File: src/pkg/adcsq_pkg.sv
// package: register map, field layout, reset values and timing for the converter sequencer
package adcsq_pkg;
  // register offsets (byte addresses on the plain register port)
  localparam logic [7:0] OFF_STATUS_CONTROL = 8'h3c;
  localparam logic [7:0] OFF_RESULT         = 8'h3d;
  localparam logic [7:0] OFF_CLOCK          = 8'h3e;
  localparam logic [7:0] OFF_PORT_DATA      = 8'h3f;
  localparam logic [7:0] OFF_PORT_DIR       = 8'h40;
  localparam logic [7:0] OFF_PORT_PINS      = 8'h41;

  // status and control fields
  localparam int BIT_DONE     = 7;
  localparam int BIT_IRQ_EN   = 6;
  localparam int BIT_CONT     = 5;
  localparam int CH_LSB       = 0;
  localparam int CH_W         = 5;

  // clock register fields
  localparam int DIV_LSB      = 5;
  localparam int BIT_CLK_SRC  = 4;

  // reset values
  localparam logic [4:0] CH_RESET    = 5'h1f;
  localparam logic [2:0] DIV_RESET   = 3'h0;

  // channel codes
  localparam logic [4:0] CH_LAST_PIN = 5'h07;
  localparam logic [4:0] CH_REF_HIGH = 5'h1d;
  localparam logic [4:0] CH_REF_LOW  = 5'h1e;
  localparam logic [4:0] CH_OFF      = 5'h1f;

  // result codes for the references
  localparam logic [7:0] CODE_FULL   = 8'hff;
  localparam logic [7:0] CODE_ZERO   = 8'h00;

  // conversion timing in converter clock ticks: sample phase then 8 bit trials
  localparam int SAMPLE_TICKS = 8;
  localparam int CONV_BITS    = 8;
  localparam logic [4:0] TICKS_PER_CONV = 5'd16;

  // sequencer states, gray coded along idle -> sample -> convert -> finish
  typedef enum logic [1:0]
  {
    ADCSQ_IDLE    = 2'b00,
    ADCSQ_SAMPLE  = 2'b01,
    ADCSQ_CONVERT = 2'b11,
    ADCSQ_FINISH  = 2'b10
  } adcsq_state_e;
endpackage

File: src/pkg/adcsq_tick_if.sv
// interface: converter clock tick and its configuration between prescaler and sequencer
`timescale 1ns/1ps
interface adcsq_tick_if;
  logic       src_bus;
  logic [2:0] div_code;
  logic       run;
  logic       tick;
  modport gen (input src_bus, input div_code, input run, output tick);
  modport use_tick (output src_bus, output div_code, output run, input tick);
endinterface

File: src/core/adcsq_prescaler.sv
// converter clock prescaler: picks the source and divides it into a one-cycle tick
`timescale 1ns/1ps
module adcsq_prescaler
(
  input  wire logic clk,
  input  wire logic rst_n,
  input  wire logic xtal_tick,
  adcsq_tick_if.gen tk
);
  logic [3:0] cnt_r;
  logic       src_evt;
  logic [3:0] limit;

  // source select: bus clock is every edge, crystal is an edge-qualified strobe
  assign src_evt = tk.src_bus ? 1'b1 : xtal_tick;

  // any code with the top bit set divides by sixteen
  always_comb
  begin
    unique case (tk.div_code)
      3'h0:    limit = 4'h0;
      3'h1:    limit = 4'h1;
      3'h2:    limit = 4'h3;
      3'h3:    limit = 4'h7;
      default: limit = 4'hf;
    endcase
  end

  // divider counter; held cleared while idle so a new start has a clean phase
  always_ff @(posedge clk or negedge rst_n)
  begin
    if (!rst_n)
    begin
      cnt_r   <= 4'h0;
      tk.tick <= 1'b0;
    end
    else if (!tk.run)
    begin
      cnt_r   <= 4'h0;
      tk.tick <= 1'b0;
    end
    else if (src_evt)
    begin
      tk.tick <= (cnt_r >= limit);
      cnt_r   <= (cnt_r >= limit) ? 4'h0 : cnt_r + 4'h1;
    end
    else
      tk.tick <= 1'b0;
  end
endmodule

File: src/core/adcsq_top.sv
// converter sequencer: registers, port pin claim, successive-approximation control
// What this block does
// - the selected channel pin is forced to analog input, port writes ignored
// - port pin reads return zero for the pin the converter claims
// - result is unsigned 8-bit; high reference ff, low reference 00
// - any status/control write outside stop with a channel other than all ones starts a conversion of 16 or 17 clocks
// - continuous mode restarts after each conversion, overwriting the result
// - without continuous mode exactly one conversion per write
// - interrupts off: done flag set at end, cleared by result read or reset
// - interrupts on: done flag reads zero, request raised each end
// - request withdrawn on result read or status/control write
// - 5-bit channel field: 0-7 pins, 29 high ref, 30 low ref
// - all-ones channel code powers down and performs no conversions
// - reset clears enable and continuous, sets channel all ones
// - reserved channel codes give an undefined result
// - wait mode keeps converting; enabled request can wake the core
// - stop aborts pending conversion; a continuous run restarts after stop exit
// - result register loads the new code at each completion
// - 3-bit divider: 1,2,4,8, top bit set gives 16
// - source select: set is bus clock, clear is crystal; reset crystal
//
// The strobed register port was decided locally.
`timescale 1ns/1ps
module adcsq_top
#(
  parameter int PINS = 8
)
(
  input  wire logic              clk,
  input  wire logic              rst_n,
  input  wire logic [7:0]        addr,
  input  wire logic [7:0]        wdata,
  input  wire logic              wr,
  input  wire logic              rd,
  output logic [7:0]             rdata,
  input  wire logic              xtal_clk,
  input  wire logic              stop_mode,
  input  wire logic              cmp_high,
  output logic [7:0]             dac_code,
  output logic [4:0]             mux_sel,
  output logic                   analog_pd,
  output logic                   conv_irq,
  input  wire logic [PINS-1:0]   port_pins_in,
  output logic [PINS-1:0]        port_pins_out,
  output logic [PINS-1:0]        port_pins_oe_n,
  output logic [PINS-1:0]        analog_sel
);
  initial
    if (PINS != 8)
      $error("adcsq_top serves exactly eight shared pins");

  // register state
  logic                 irq_en_r;
  logic                 cont_r;
  logic [4:0]           chan_r;
  logic [2:0]           div_r;
  logic                 src_bus_r;
  logic [7:0]           result_r;
  logic                 done_r;
  logic [PINS-1:0]      port_data_r;
  logic [PINS-1:0]      port_dir_r;

  // sequencer state
  adcsq_pkg::adcsq_state_e state_r;
  logic [3:0]           tcnt_r;
  logic [2:0]           bit_r;
  logic                 conv_end;
  logic [7:0]           conv_code;

  // pin, crystal and stop synchronisers
  logic [PINS-1:0]      pin_s1_r;
  logic [PINS-1:0]      pin_s2_r;
  logic [PINS-1:0]      pin_s3_r;
  logic [PINS-1:0]      pin_val_r;
  logic                 xt_s1_r;
  logic                 xt_s2_r;
  logic                 xt_s3_r;
  logic                 xt_lvl_r;
  logic                 xtal_tick;
  logic                 stop_s1_r;
  logic                 stop_s2_r;
  logic                 stop_s3_r;
  logic                 stop_r;
  logic                 stop_exit;

  logic                 wr_ctrl;
  logic                 rd_result;
  logic [PINS-1:0]      claim;
  logic                 powered_off;

  adcsq_tick_if tk ();

  // shared decode: which pin (one-hot) a channel code claims
  function automatic logic [PINS-1:0] pin_claim(input logic [4:0] ch);
    logic [PINS-1:0] m;
    m = '0;
    if (ch <= adcsq_pkg::CH_LAST_PIN)
      m[ch[2:0]] = 1'b1;
    return m;
  endfunction

  assign wr_ctrl     = wr && (addr == adcsq_pkg::OFF_STATUS_CONTROL);
  assign rd_result   = rd && (addr == adcsq_pkg::OFF_RESULT);
  assign claim       = pin_claim(chan_r);
  assign powered_off = (chan_r == adcsq_pkg::CH_OFF);

  // three-stage synchronisers; a change counts when stages two and three agree
  always_ff @(posedge clk or negedge rst_n)
  begin
    if (!rst_n)
    begin
      pin_s1_r  <= '0;
      pin_s2_r  <= '0;
      pin_s3_r  <= '0;
      pin_val_r <= '0;
      xt_s1_r   <= 1'b0;
      xt_s2_r   <= 1'b0;
      xt_s3_r   <= 1'b0;
      xt_lvl_r  <= 1'b0;
      stop_s1_r <= 1'b0;
      stop_s2_r <= 1'b0;
      stop_s3_r <= 1'b0;
      stop_r    <= 1'b0;
    end
    else
    begin
      pin_s1_r  <= port_pins_in;
      pin_s2_r  <= pin_s1_r;
      pin_s3_r  <= pin_s2_r;
      pin_val_r <= (pin_val_r & (pin_s2_r ^ pin_s3_r)) | (pin_s3_r & ~(pin_s2_r ^ pin_s3_r));
      xt_s1_r   <= xtal_clk;
      xt_s2_r   <= xt_s1_r;
      xt_s3_r   <= xt_s2_r;
      if (xt_s2_r == xt_s3_r)
        xt_lvl_r <= xt_s3_r;
      stop_s1_r <= stop_mode;
      stop_s2_r <= stop_s1_r;
      stop_s3_r <= stop_s2_r;
      if (stop_s2_r == stop_s3_r)
        stop_r <= stop_s3_r;
    end
  end

  // crystal rising edge strobe; leaving stop restarts only a continuous run
  assign xtal_tick = (xt_s2_r == xt_s3_r) && xt_s3_r && !xt_lvl_r;
  assign stop_exit = stop_r && (stop_s2_r == stop_s3_r) && !stop_s3_r && cont_r && !powered_off;

  // control fields; reset powers off, the write-reserved done position is not stored
  always_ff @(posedge clk or negedge rst_n)
  begin
    if (!rst_n)
    begin
      irq_en_r <= 1'b0;
      cont_r   <= 1'b0;
      chan_r   <= adcsq_pkg::CH_RESET;
    end
    else if (wr_ctrl)
    begin
      irq_en_r <= wdata[adcsq_pkg::BIT_IRQ_EN];
      cont_r   <= wdata[adcsq_pkg::BIT_CONT];
      chan_r   <= wdata[adcsq_pkg::CH_LSB +: adcsq_pkg::CH_W];
    end
  end

  // clock configuration register
  always_ff @(posedge clk or negedge rst_n)
  begin
    if (!rst_n)
    begin
      div_r     <= adcsq_pkg::DIV_RESET;
      src_bus_r <= 1'b0;
    end
    else if (wr && addr == adcsq_pkg::OFF_CLOCK)
    begin
      div_r     <= wdata[adcsq_pkg::DIV_LSB +: 3];
      src_bus_r <= wdata[adcsq_pkg::BIT_CLK_SRC];
    end
  end

  // port output and direction registers
  always_ff @(posedge clk or negedge rst_n)
  begin
    if (!rst_n)
    begin
      port_data_r <= '0;
      port_dir_r  <= '0;
    end
    else
    begin
      if (wr && addr == adcsq_pkg::OFF_PORT_DATA)
        port_data_r <= wdata[PINS-1:0];
      if (wr && addr == adcsq_pkg::OFF_PORT_DIR)
        port_dir_r <= wdata[PINS-1:0];
    end
  end

  // pin drive: a claimed pin is released to analog whatever the port holds
  always_ff @(posedge clk or negedge rst_n)
  begin
    if (!rst_n)
    begin
      port_pins_out  <= '0;
      port_pins_oe_n <= '1;
      analog_sel     <= '0;
    end
    else
    begin
      port_pins_out  <= port_data_r & ~claim;
      port_pins_oe_n <= ~(port_dir_r & ~claim);
      analog_sel     <= claim;
    end
  end

  // prescaler runs only while a conversion is under way
  assign tk.src_bus  = src_bus_r;
  assign tk.div_code = div_r;
  assign tk.run      = (state_r != adcsq_pkg::ADCSQ_IDLE);

  adcsq_prescaler u_presc
  (
    .clk       (clk),
    .rst_n     (rst_n),
    .xtal_tick (xtal_tick),
    .tk        (tk)
  );

  // final code; references are forced to their rails, reserved codes pass the raw trial
  always_comb
  begin
    if (chan_r == adcsq_pkg::CH_REF_HIGH)
      conv_code = adcsq_pkg::CODE_FULL;
    else if (chan_r == adcsq_pkg::CH_REF_LOW)
      conv_code = adcsq_pkg::CODE_ZERO;
    else
      conv_code = dac_code;
  end

  assign conv_end = (state_r == adcsq_pkg::ADCSQ_FINISH) && tk.tick;

  // sequencer: 8 sample ticks + 8 bit trials + 1 finish tick = 17 ticks; on the crystal the start lands mid-tick,
  // so a conversion spans 16 to 17 converter clocks, exactly 17 on the bus clock. stop or power-off abort.
  always_ff @(posedge clk or negedge rst_n)
  begin
    if (!rst_n)
    begin
      state_r <= adcsq_pkg::ADCSQ_IDLE;
      tcnt_r  <= 4'h0;
      bit_r   <= 3'h7;
      dac_code <= 8'h00;
    end
    else if ((stop_r && !stop_exit) || (wr_ctrl && wdata[4:0] == adcsq_pkg::CH_OFF))
    begin
      state_r <= adcsq_pkg::ADCSQ_IDLE;
    end
    else if (wr_ctrl || stop_exit)
    begin
      state_r  <= adcsq_pkg::ADCSQ_SAMPLE;
      tcnt_r   <= 4'h0;
      bit_r    <= 3'h7;
      dac_code <= 8'h80;
    end
    else if (tk.tick)
    begin
      unique case (state_r)
        adcsq_pkg::ADCSQ_IDLE: state_r <= adcsq_pkg::ADCSQ_IDLE;
        adcsq_pkg::ADCSQ_SAMPLE:
        begin
          tcnt_r <= tcnt_r + 4'h1;
          if (tcnt_r == 4'(adcsq_pkg::SAMPLE_TICKS - 1))
            state_r <= adcsq_pkg::ADCSQ_CONVERT;
        end
        adcsq_pkg::ADCSQ_CONVERT:
        begin
          // keep the trial bit when the input sits at or above the dac level
          dac_code[bit_r] <= cmp_high;
          if (bit_r != 3'h0)
            dac_code[bit_r - 3'h1] <= 1'b1;
          bit_r <= bit_r - 3'h1;
          if (bit_r == 3'h0)
            state_r <= adcsq_pkg::ADCSQ_FINISH;
        end
        adcsq_pkg::ADCSQ_FINISH:
        begin
          tcnt_r <= 4'h0;
          bit_r  <= 3'h7;
          dac_code <= 8'h80;
          // continuous mode goes straight into the next sample
          state_r <= cont_r ? adcsq_pkg::ADCSQ_SAMPLE
                            : adcsq_pkg::ADCSQ_IDLE;
        end
      endcase
    end
  end

  // result register overwritten at every completion, read or not
  always_ff @(posedge clk or negedge rst_n)
  begin
    if (!rst_n)
      result_r <= 8'h00;
    else if (conv_end)
      result_r <= conv_code;
  end

  // done flag: set beats the clearing read; never set with interrupts on
  always_ff @(posedge clk or negedge rst_n)
  begin
    if (!rst_n)
      done_r <= 1'b0;
    else if (conv_end && !irq_en_r)
      done_r <= 1'b1;
    else if (rd_result || irq_en_r)
      done_r <= 1'b0;
  end

  // interrupt request; it keeps working in wait mode as nothing here gates it
  always_ff @(posedge clk or negedge rst_n)
  begin
    if (!rst_n)
      conv_irq <= 1'b0;
    else if (conv_end && irq_en_r)
      conv_irq <= 1'b1;
    else if (rd_result || wr_ctrl)
      conv_irq <= 1'b0;
  end

  // analog front end drive
  always_ff @(posedge clk or negedge rst_n)
  begin
    if (!rst_n)
    begin
      mux_sel   <= adcsq_pkg::CH_RESET;
      analog_pd <= 1'b1;
    end
    else
    begin
      mux_sel   <= chan_r;
      analog_pd <= powered_off;
    end
  end

  // read data, valid only in the cycle after the read strobe
  always_ff @(posedge clk or negedge rst_n)
  begin
    if (!rst_n)
      rdata <= 8'h00;
    else if (!rd)
      rdata <= 8'h00;
    else
      unique case (addr)
        adcsq_pkg::OFF_STATUS_CONTROL:
          rdata <= {done_r && !irq_en_r, irq_en_r, cont_r, chan_r};
        adcsq_pkg::OFF_RESULT:
          rdata <= result_r;
        adcsq_pkg::OFF_CLOCK:
          rdata <= {div_r, src_bus_r, 4'h0};
        adcsq_pkg::OFF_PORT_DATA:
          rdata <= port_data_r;
        adcsq_pkg::OFF_PORT_DIR:
          rdata <= port_dir_r;
        adcsq_pkg::OFF_PORT_PINS:
          rdata <= pin_val_r & ~claim;
        default:
          rdata <= 8'h00;
      endcase
  end
endmodule

File: config.mk
export PLATFORM = sky130hd
export DESIGN_NAME = adcsq_top
export DESIGN_NICKNAME = d
export VERILOG_FILES = /design/src/pkg/adcsq_pkg.sv /design/src/pkg/adcsq_tick_if.sv /design/src/core/adcsq_prescaler.sv /design/src/core/adcsq_top.sv
export SDC_FILE = /design/constraint.sdc
export NUM_CORES = 1
export LEC_CHECK = 0
export BUFFER_PORTS_ARGS = -buffer_cell sky130_fd_sc_hd__clkbuf_2
export CORE_MARGIN = 4
export CORE_UTILIZATION = 60
export CTS_CLUSTER_SIZE = 28
export DETAILED_ROUTE_END_ITERATION = 8
export PLACE_DENSITY_LB_ADDON = 0.25
export RECOVER_POWER = 50
export SETUP_SLACK_MARGIN = 0.1
export SLEW_MARGIN = 20
export SYNTH_ARGS = -nofsm -noshare
export SYNTH_HDL_FRONTEND = slang
export SYNTH_SLANG_ARGS = --single-unit
File: constraint.sdc
create_clock -name clk -period 7.55 [get_ports clk]
set_clock_uncertainty 0.2 [all_clocks]
set_input_delay 1.1325 -clock clk [delete_from_list [all_inputs] [get_ports clk]]
set_output_delay 1.1325 -clock clk [all_outputs]
set_load 0.02 [all_outputs]
# Yosys cells after proc, flatten, opt, wreduce, memory -nomap -nowiden
# Index checks and enable logic that the tools add are counted.
# Widths: inputs -> output; s select.
# totals
latchBits,0
inputBits,31
register_bits,137
ram_bits,0
rom_bits,0
out_inout_bits,47
n_memories,0
word_cells,162
# classes
n_mul,0
add_sub_neg,3
muxes,40
n_eq_ne,22
n_reduce_logical,43
shift,0
n_lt_le_gt_ge,8
n_div,0
bitwise_logic,12
# op_table
op,n
$mux 8,7
$pmux 8 s6,1
$and 8x8->8,5
$eq 8x6->1 const B,4
$not 8->8,3
$eq 5x5->1 const B,4
$logic_and 1x1->1,20
$mux 4,5
$eq 8x7->1 const B,2
$or 8x8->8,2
$pmux 4 s4,1
$pmux 8 s2,1
$lt 3x4->1 const B,3
$reduce_bool 3->1,4
$mux 1,11
$mux 2,5
$demux 1 s3,3
$ge 3x1->1 const B,3
$reduce_and 3->1,3
$add 4x1->4 const B,2
$bwmux 8,1
$ne 4x4->1 const B,2
$pmux 2 s4,1
$pmux 4 s2,1
other kinds (19),34

# Depth between registers and ports, before layout
# Gate-level depths: netlist (run 1).
# depth
word_depth,10
mapped_depth,8
mapped_depth_nobuf,7

# By module
# Synthesis (run 1) repeated with hierarchy kept, for this count alone.
# hier_totals
cells_unflattened,466
hier_area_um2,5723.0
# by_module_without_submodules
mod,n_inst,cells_per_inst,area_per_inst_um2,seq_area_each_um2
adcsq_top,1,429,5363.9,3330.7
adcsq_prescaler,1,37,359.1,125.1

# Least setup slack after synthesis (run 1)
# No wires, ideal clock.
# synth_path
kind,input port to flip-flop
from,input port addr[0]
to,register dac_code[0]
path_slack_ns,4.643
n_path_buf,2
t_arrival_ns,2.580
stages,7
path_cell_list,buf_6 > or3b_4 > nor4_4 > and3b_1 > or2_1 > buf_6 > o2bb2ai_1
# synth_via
elab_chain_len,6
elab_cells_between_ends,10
# synth_rtl
element,line,source
from (decl),adcsq_top.sv:31,"input wire logic [7:0] addr,"
$eq 8x6->1 (*),adcsq_top.sv:102,assign wr_ctrl = wr && (addr == adcsq_pkg::OFF_STATUS_CONTROL);
$logic_and 1x1->1 (*),adcsq_top.sv:102,
$logic_and 1x1->1,adcsq_top.sv:251,else if ((stop_r && !stop_exit) || (wr_ctrl && wdata[4:0] == adcsq_pkg::CH_OFF))
$logic_or 1x1->1,adcsq_top.sv:251,
$not 1->1 (no source line),n/a,
$reduce_and 3->1 (no source line),n/a,
"to (signal, indexed assignment)",adcsq_top.sv:275,dac_code[bit_r] <= cmp_high;
to (decl),adcsq_top.sv:39,"output logic [7:0] dac_code,"
# Mark *: on every way between the ends. The rest lies on a longest branch, timed or not.
# A chain may end at the register's enable or synchronous reset.

==> flow_metrics.tcl, run 1 <==
set metrics [dict create \
    placement.setup.worst_slack_ns 3.58 \
    hold_viol 0 \
    cell_with_the_largest_stage_delay_on_the_worst_path "sky130_fd_sc_hd__clkbuf_1" \
    critical_path.cell_chain "clkbuf_1, clkbuf_2" \
    placedCellCount 661 \
    insertedDiodeCount 0 \
    critical_path_start_type "primary input" \
    grt_start_max_net_pins 83 \
    power_density_nw_per_um2 256 \
    finalSetupViolations 0 \
    critical_path_arrival_ns 4.79 \
    finish.cell_count_without_fillers 693 \
    grt_setup_unrepaired "false" \
    leakagePower_nw 3.23 \
    period_share_pct 62.8 \
    synth_area_sq_um 5760 \
    die_w_um 106 \
    postCtsResizedCells 0 \
    synth_sequential_area_ratio_pct 60.0 \
    tritoncts "yes" \
    synth_nets 514 \
    drc 0 \
    relSlewSlack_pct -86.9 \
    globalRouteOverflowTotal 0 \
    total_count_of_max_transition_violations_in_the_final_report 140 \
    worstPathBufferInverterCount 2 \
    postSynthRegisterBits 137 \
    cp_top_family "buffers and inverters" \
    max_stage_delay_ns 1.94 \
    syn_inst 470 \
    num_rows 35 \
    grt_use_met1_pct 32.4 \
    gp_congestion 0.907 \
    area.growth.synth_to_final_pct 18.5 \
    path_clk_slew_ns 0.06 \
    synth_ff_type "sky130_fd_sc_hd__dfrtp_1" \
    worstSetupEndpointType "asynchronous set/reset pin" \
    critPathRequiredTime_ns 7.60 \
    nNetsFinal 595 \
    met3_usage_pct 5.65 \
    synth-warning-count 0 \
    route.antenna.remaining_nets 0 \
    tightest_slew_ns 2.80 \
    grt_first_pass_wirelength_um 21600 \
    vias_per_cell 6.02 \
    finalWorstPathRequiredPeriod_ns 4.74 \
    placement.io_buffers 77 \
    cts_htree_levels 4 \
    gr-usage-met2_pct 40.4 \
    clock_insertion_delay_worst_skew_ns 0.52 \
    layout-drive-gt1-share_pct 29.1 \
    clock_sinks 137 \
    routedWlPerCell_um 18.8 \
    max_freq_mhz 211 \
    criticalPathCategory "primary input to asynchronous set/reset pin" \
    power.total_w 0.00175 \
    drt-initial-drc-count 278 \
    number_of_vias_after_detailed_routing 4174 \
    detailedRoute.firstPassIterationCount 6 \
    fin_setup_tns_ns 0 \
    grt_most_used_layer "met2" \
    failing_checks "max-capacitance violations, max-slew violations" \
    result_of_the_run "finished with violations" \
    max_cap_violations 2 \
    place_hpwl_um 8930 \
    postCtsHoldBufs 0 \
    ys_types 65 \
    synth_top_area_share_pct 49.9 \
    proportion_of_synthesized_flip_flops_having_asynchronous_set_or_reset_pct 100 \
    cts-root-buf "sky130_fd_sc_hd__clkbuf_8" \
    whs_ns 0.150 \
    worstHoldPathType "flip-flop to flip-flop" \
    worst-path-max-fanout 82 \
    die_y_um 106 \
    synth_edf_count 0 \
    synth_largest_area_cell "sky130_fd_sc_hd__dfrtp_1" \
    wl_um 13100 \
    cts.path.max_buffers 2 \
    synth.area.top_cells "sky130_fd_sc_hd__dfrtp_1 50%, sky130_fd_sc_hd__dfstp_2 10%, sky130_fd_sc_hd__mux2_2 5.1%" \
    antenna_found_initial 0 \
    fp.dieArea_sq_um 11200 \
    gr-usage-all-layers_pct 25.0 \
    cts_buffers 17 \
    syn_area_per_cell_sq_um 12.3 \
    first_global_vias 4241 \
    postCtsSetupRepairBufs 0 \
    start_util_pct 62.1 \
    fp.coreArea_sq_um 9280 \
    maximum_resistive_drop_on_vdd_mv 0.167 \
    final.setup.worst_slack_ns 2.81 \
    pin_count 78 \
    num-fill-cells 652 \
]
-- power by group --
group          leakage [nW]  internal [W]  switching [W]
clock                 0.289      0.000515       0.000313
sequential             1.70      0.000774      0.0000303
combinational          1.23     0.0000436      0.0000705
-- metal layers --
metal | vias up | share of wire [%] | routed length [um]
met3 | 28 | 6.6 | 859
met5 | - | 0 | 0
met2 | 183 | 50 | 6520
met4 | 0 | 2.7 | 352
met1 | 2097 | 41 | 5330
li1 | 1866 | - | -
-- worst paths after layout --
kind	startpoint	to	slack (ns)	depth (start not counted)
max	rst_n	stop_s2_r	2.81	2
min	pin_s1_r[1]	pin_s2_r[1]	0.15	0
max reg2reg	div_r[1]	u_presc.cnt_r[3]	4.80	7
min reg2reg	pin_s1_r[1]	pin_s2_r[1]	0.15	0
max in group clk	addr[0]	dac_code[2]	4.07	6
min in group asynchronous	rst_n	pin_s3_r[2]	1.30	1
-- cells by family (layout without fill, tap and decap cells) --
kind of cell	count (synthesis)	count (layout)	share of synthesized area, %
flops	137	137	60.0
simple gates	147	147	13.9
mux	36	36	7.86
compound gates	92	92	11.1
fa+ha+maj	22	22	4.39
buf+inv	36	130	2.71
-- cell usage in the layout, fill, tap and decap left out, types with 4 or more instances in the layout --
cell type / synthesis / layout
sky130_fd_sc_hd__a22oi_1: 6 / 6
sky130_fd_sc_hd__nand4_1: 6 / 6
sky130_fd_sc_hd__dfrtp_1: 115 / 115
sky130_fd_sc_hd__nor3b_1: 7 / 7
sky130_fd_sc_hd__and2_1: 11 / 8
sky130_fd_sc_hd__nand3_1: 7 / 7
sky130_fd_sc_hd__dfstp_2: 22 / 17
sky130_fd_sc_hd__a21oi_1: 20 / 20
sky130_fd_sc_hd__clkbuf_16: 0 / 16
sky130_fd_sc_hd__and3_1: 4 / 4
sky130_fd_sc_hd__o2bb2ai_1: 6 / 6
sky130_fd_sc_hd__nor3_1: 9 / 9
sky130_fd_sc_hd__ha_1: 13 / 13
sky130_fd_sc_hd__or3_1: 5 / 5
sky130_fd_sc_hd__o31ai_1: 4 / 4
sky130_fd_sc_hd__mux2_2: 26 / 26
sky130_fd_sc_hd__o21ai_0: 13 / 13
sky130_fd_sc_hd__nor2_1: 26 / 26
sky130_fd_sc_hd__a31oi_1: 4 / 4
sky130_fd_sc_hd__nand2b_1: 5 / 5
sky130_fd_sc_hd__mux2i_1: 4 / 4
sky130_fd_sc_hd__nor2b_1: 12 / 12
sky130_fd_sc_hd__maj3_1: 9 / 9
sky130_fd_sc_hd__a21boi_0: 5 / 5
sky130_fd_sc_hd__nand2_1: 38 / 38
sky130_fd_sc_hd__clkbuf_2: 0 / 77
sky130_fd_sc_hd__dfstp_1: 0 / 5
sky130_fd_sc_hd__inv_1: 20 / 20
-- synthesized netlist by cell type, drive strengths merged (4+ instances only) --
master	instances
a21boi	5
a21oi	20
a22oi	6
a31oi	4
and2	11
and3	4
buf	5
clkbuf	11
dfrtp	115
dfstp	22
ha	13
inv	20
maj3	9
mux2	28
mux2i	5
nand2	38
nand2b	5
nand3	7
nand4	6
nor2	26
nor2b	12
nor3	11
nor3b	7
o21ai	13
o2bb2ai	6
o31ai	4
or3	5
-- metrics by stage --
stage | util (%) | cell area [sq um]
final | 73.6 | 6830
after global routing | 73.6 | 6830
after global placement | 67.2 | 6240
after detailed placement | 67.2 | 6240
after CTS | 73.7 | 6840
after floorplan | - | 5760
-- layout make-up --
cell class / instances / area, sq um / area share [%]
sequential: 137 / 3460 / 50.6
multi-input combinational: 297 / 2150 / 31.5
clock buffer: 19 / 432 / 6.32
timing repair buffer: 78 / 389 / 5.70
clock inverter: 13 / 168 / 2.45
tap: 129 / 161 / 2.36
inverter: 20 / 75.1 / 1.10
(Power assumes the default switching activity.)
==> run 2: changes to the inputs <==
Settings changed: CORE_UTILIZATION 60 to 52.
Clock period 7.55 ns to 4.1 ns, I/O delays scaled along.
==> run 2 against run 1 <==
The flow now finishes without violations; sequential share of layout area decreased by 1.1 points; via count decreased by 1.9%; hold slack got worse by 0.0040 ns; register-to-register slack got worse by 3.3 ns; first-iteration DRC count increased by 50%; clock power increased by 78%; core utilization decreased by 9.1 points.
==> flow_metrics.tcl, run 2 (synthesis results as in run 1) <==
set metrics [dict create \
    cts_htree_levels 4 \
    postCtsHoldBufs 10 \
    num_rows 38 \
    maximum_resistive_drop_on_vdd_mv 0.319 \
    nNetsFinal 611 \
    worstSetupEndpointType "flip-flop" \
    layout.cells.most_common_list "115 x sky130_fd_sc_hd__dfrtp_1, 74 x sky130_fd_sc_hd__clkbuf_2, 38 x sky130_fd_sc_hd__nand2_1, 26 x sky130_fd_sc_hd__nor2_1, 26 x sky130_fd_sc_hd__mux2_2" \
    final.setup.worst_slack_ns 1.47 \
    cell_with_the_largest_stage_delay_on_the_worst_path "sky130_fd_sc_hd__a311oi_1" \
    fp.dieArea_sq_um 12800 \
    globalRouteOverflowTotal 0 \
    layout-drive-gt1-share_pct 28.4 \
    grt_setup_unrepaired "false" \
    die_y_um 113 \
    tightest_slew_ns 1.46 \
    die_w_um 113 \
    worst-path-max-fanout 6 \
    number_of_vias_after_detailed_routing 4095 \
    max_stage_delay_ns 0.60 \
    wl_um 13100 \
    placed_cell_areas_sq_um 6280 \
    placement.io_buffers 77 \
    clock_insertion_delay_worst_skew_ns 0.52 \
    path_clk_slew_ns 0.06 \
    period_share_pct 64.1 \
    postCtsResizedCells 0 \
    power_density_nw_per_um2 454 \
    max_freq_mhz 380 \
    grt_start_max_net_pins 113 \
    fin_setup_tns_ns 0 \
    cts_buffers 17 \
    detailedRoute.firstPassIterationCount 5 \
    placedCellCount 676 \
    fin_area_sq_um 6990 \
    critical_path.cell_chain "or3_1, ha_1, nand2b_1, a21o_1, a311oi_1, a41oi_1, a31oi_1" \
    worstPathBufferInverterCount 0 \
    cp_top_family "compound AO/OA/AOI/OAI gates" \
    hold_viol 0 \
    max_cap_violations 0 \
    finish.cell_count_without_fillers 720 \
    fp.coreArea_sq_um 10800 \
    finalSetupViolations 0 \
    place_hpwl_um 9050 \
    antenna_found_initial 0 \
    gp_congestion 0.854 \
    routedWlPerCell_um 18.1 \
    cts-root-buf "sky130_fd_sc_hd__clkbuf_8" \
    clock_sinks 137 \
    postCtsSetupRepairBufs 0 \
    most_frequent_standard_cell_in_the_layout_excluding_fill_and_tap_cells "sky130_fd_sc_hd__dfrtp_1" \
    first_global_vias 4037 \
    pin_count 78 \
    cts.path.max_buffers 2 \
    gr-usage-all-layers_pct 21.6 \
    leakagePower_nw 3.30 \
    critical_path_start_type "flip-flop" \
    start_util_pct 53.2 \
    critical_path_arrival_ns 2.88 \
    placement.setup.worst_slack_ns 1.25 \
    tritoncts "yes" \
    result_of_the_run "complete, no violations" \
    area.growth.synth_to_final_pct 21.2 \
    route.antenna.remaining_nets 0 \
    drc 0 \
    grt_first_pass_wirelength_um 21200 \
    whs_ns 0.146 \
    relSlewSlack_pct 2.78 \
    vias_per_cell 5.69 \
    criticalPathCategory "flip-flop to flip-flop" \
    finalWorstPathRequiredPeriod_ns 2.63 \
    insertedDiodeCount 0 \
    drt-initial-drc-count 417 \
    total_count_of_max_transition_violations_in_the_final_report 0 \
    worstHoldPathType "flip-flop to flip-flop" \
    critPathRequiredTime_ns 4.35 \
]
run 2: cell types whose count changed in the layout (fill, tap and decap cells not counted), sizes merged:
| cell | before | now |
|---|---|---|
| dlygate4sd3 | 0 | 11 |
| bufinv | 3 | 2 |
| clkinvlp | 2 | 1 |
| inv | 23 | 20 |
| buf | 0 | 6 |
| clkbuf | 97 | 101 |
run 2: power by group:
| group | internal (W) | leakage (nW) | switching, W |
|---|---|---|---|
| combinational | 0.0000909 | 1.31 | 0.000130 |
| sequential | 0.00143 | 1.70 | 0.0000544 |
| clock | 0.000925 | 0.285 | 0.000546 |
| total | 0.00244 | 3.30 | 0.000731 |
run 2: stage by stage:
stage,power [W],utilization [%]
after floorplan,0.00160,-
after global placement,0.00171,58.0
after detailed placement,0.00172,58.0
after CTS,0.00319,64.2
after global routing,0.00329,64.4
final,0.00317,64.4
run 2: cell type report:
cell class / instances / area, sq um
Fill cell: 797 / 3850
Sequential cell: 137 / 3460
Multi-Input combinational cell: 297 / 2150
Timing Repair Buffer: 94 / 557
Clock buffer: 24 / 480
Tap cell: 140 / 175
Clock inverter: 8 / 92.6
Inverter: 20 / 75.1
run 2: worst paths after layout:
check                                                  end   startpoint  depth (start not counted)  slack [ns]
worst max-delay path                      u_presc.cnt_r[3]     div_r[1]                          7        1.47
worst min-delay path                           pin_s2_r[5]  pin_s1_r[5]                          0        0.15
worst max register to register            u_presc.cnt_r[3]     div_r[1]                          7        1.47
worst min register to register                 pin_s2_r[5]  pin_s1_r[5]                          0        0.15
max in group asynchronous                         bit_r[0]        rst_n                          4        1.57
min in group asynchronous       asynchronous set/reset pin        rst_n                          2        0.78
run 2: routing by layer:
layer  GRT usage [%]  wire (um)  part of all wire [%]
met5               0          0                     0
met4            8.09        231                   1.8
met3            5.29        769                   5.9
met2            34.3       6440                    49
met1            28.9       5620                    43
run 2: worst reg2reg max path, delay by kind of cell, from the launching register on:
kind	cells	cell delay, ns
adder cells (fa/ha/maj)	1	0.27
flip-flops	1	0.42
AO/OA/AOI/OAI	4	1.13
AND/OR/NAND/NOR	2	0.52
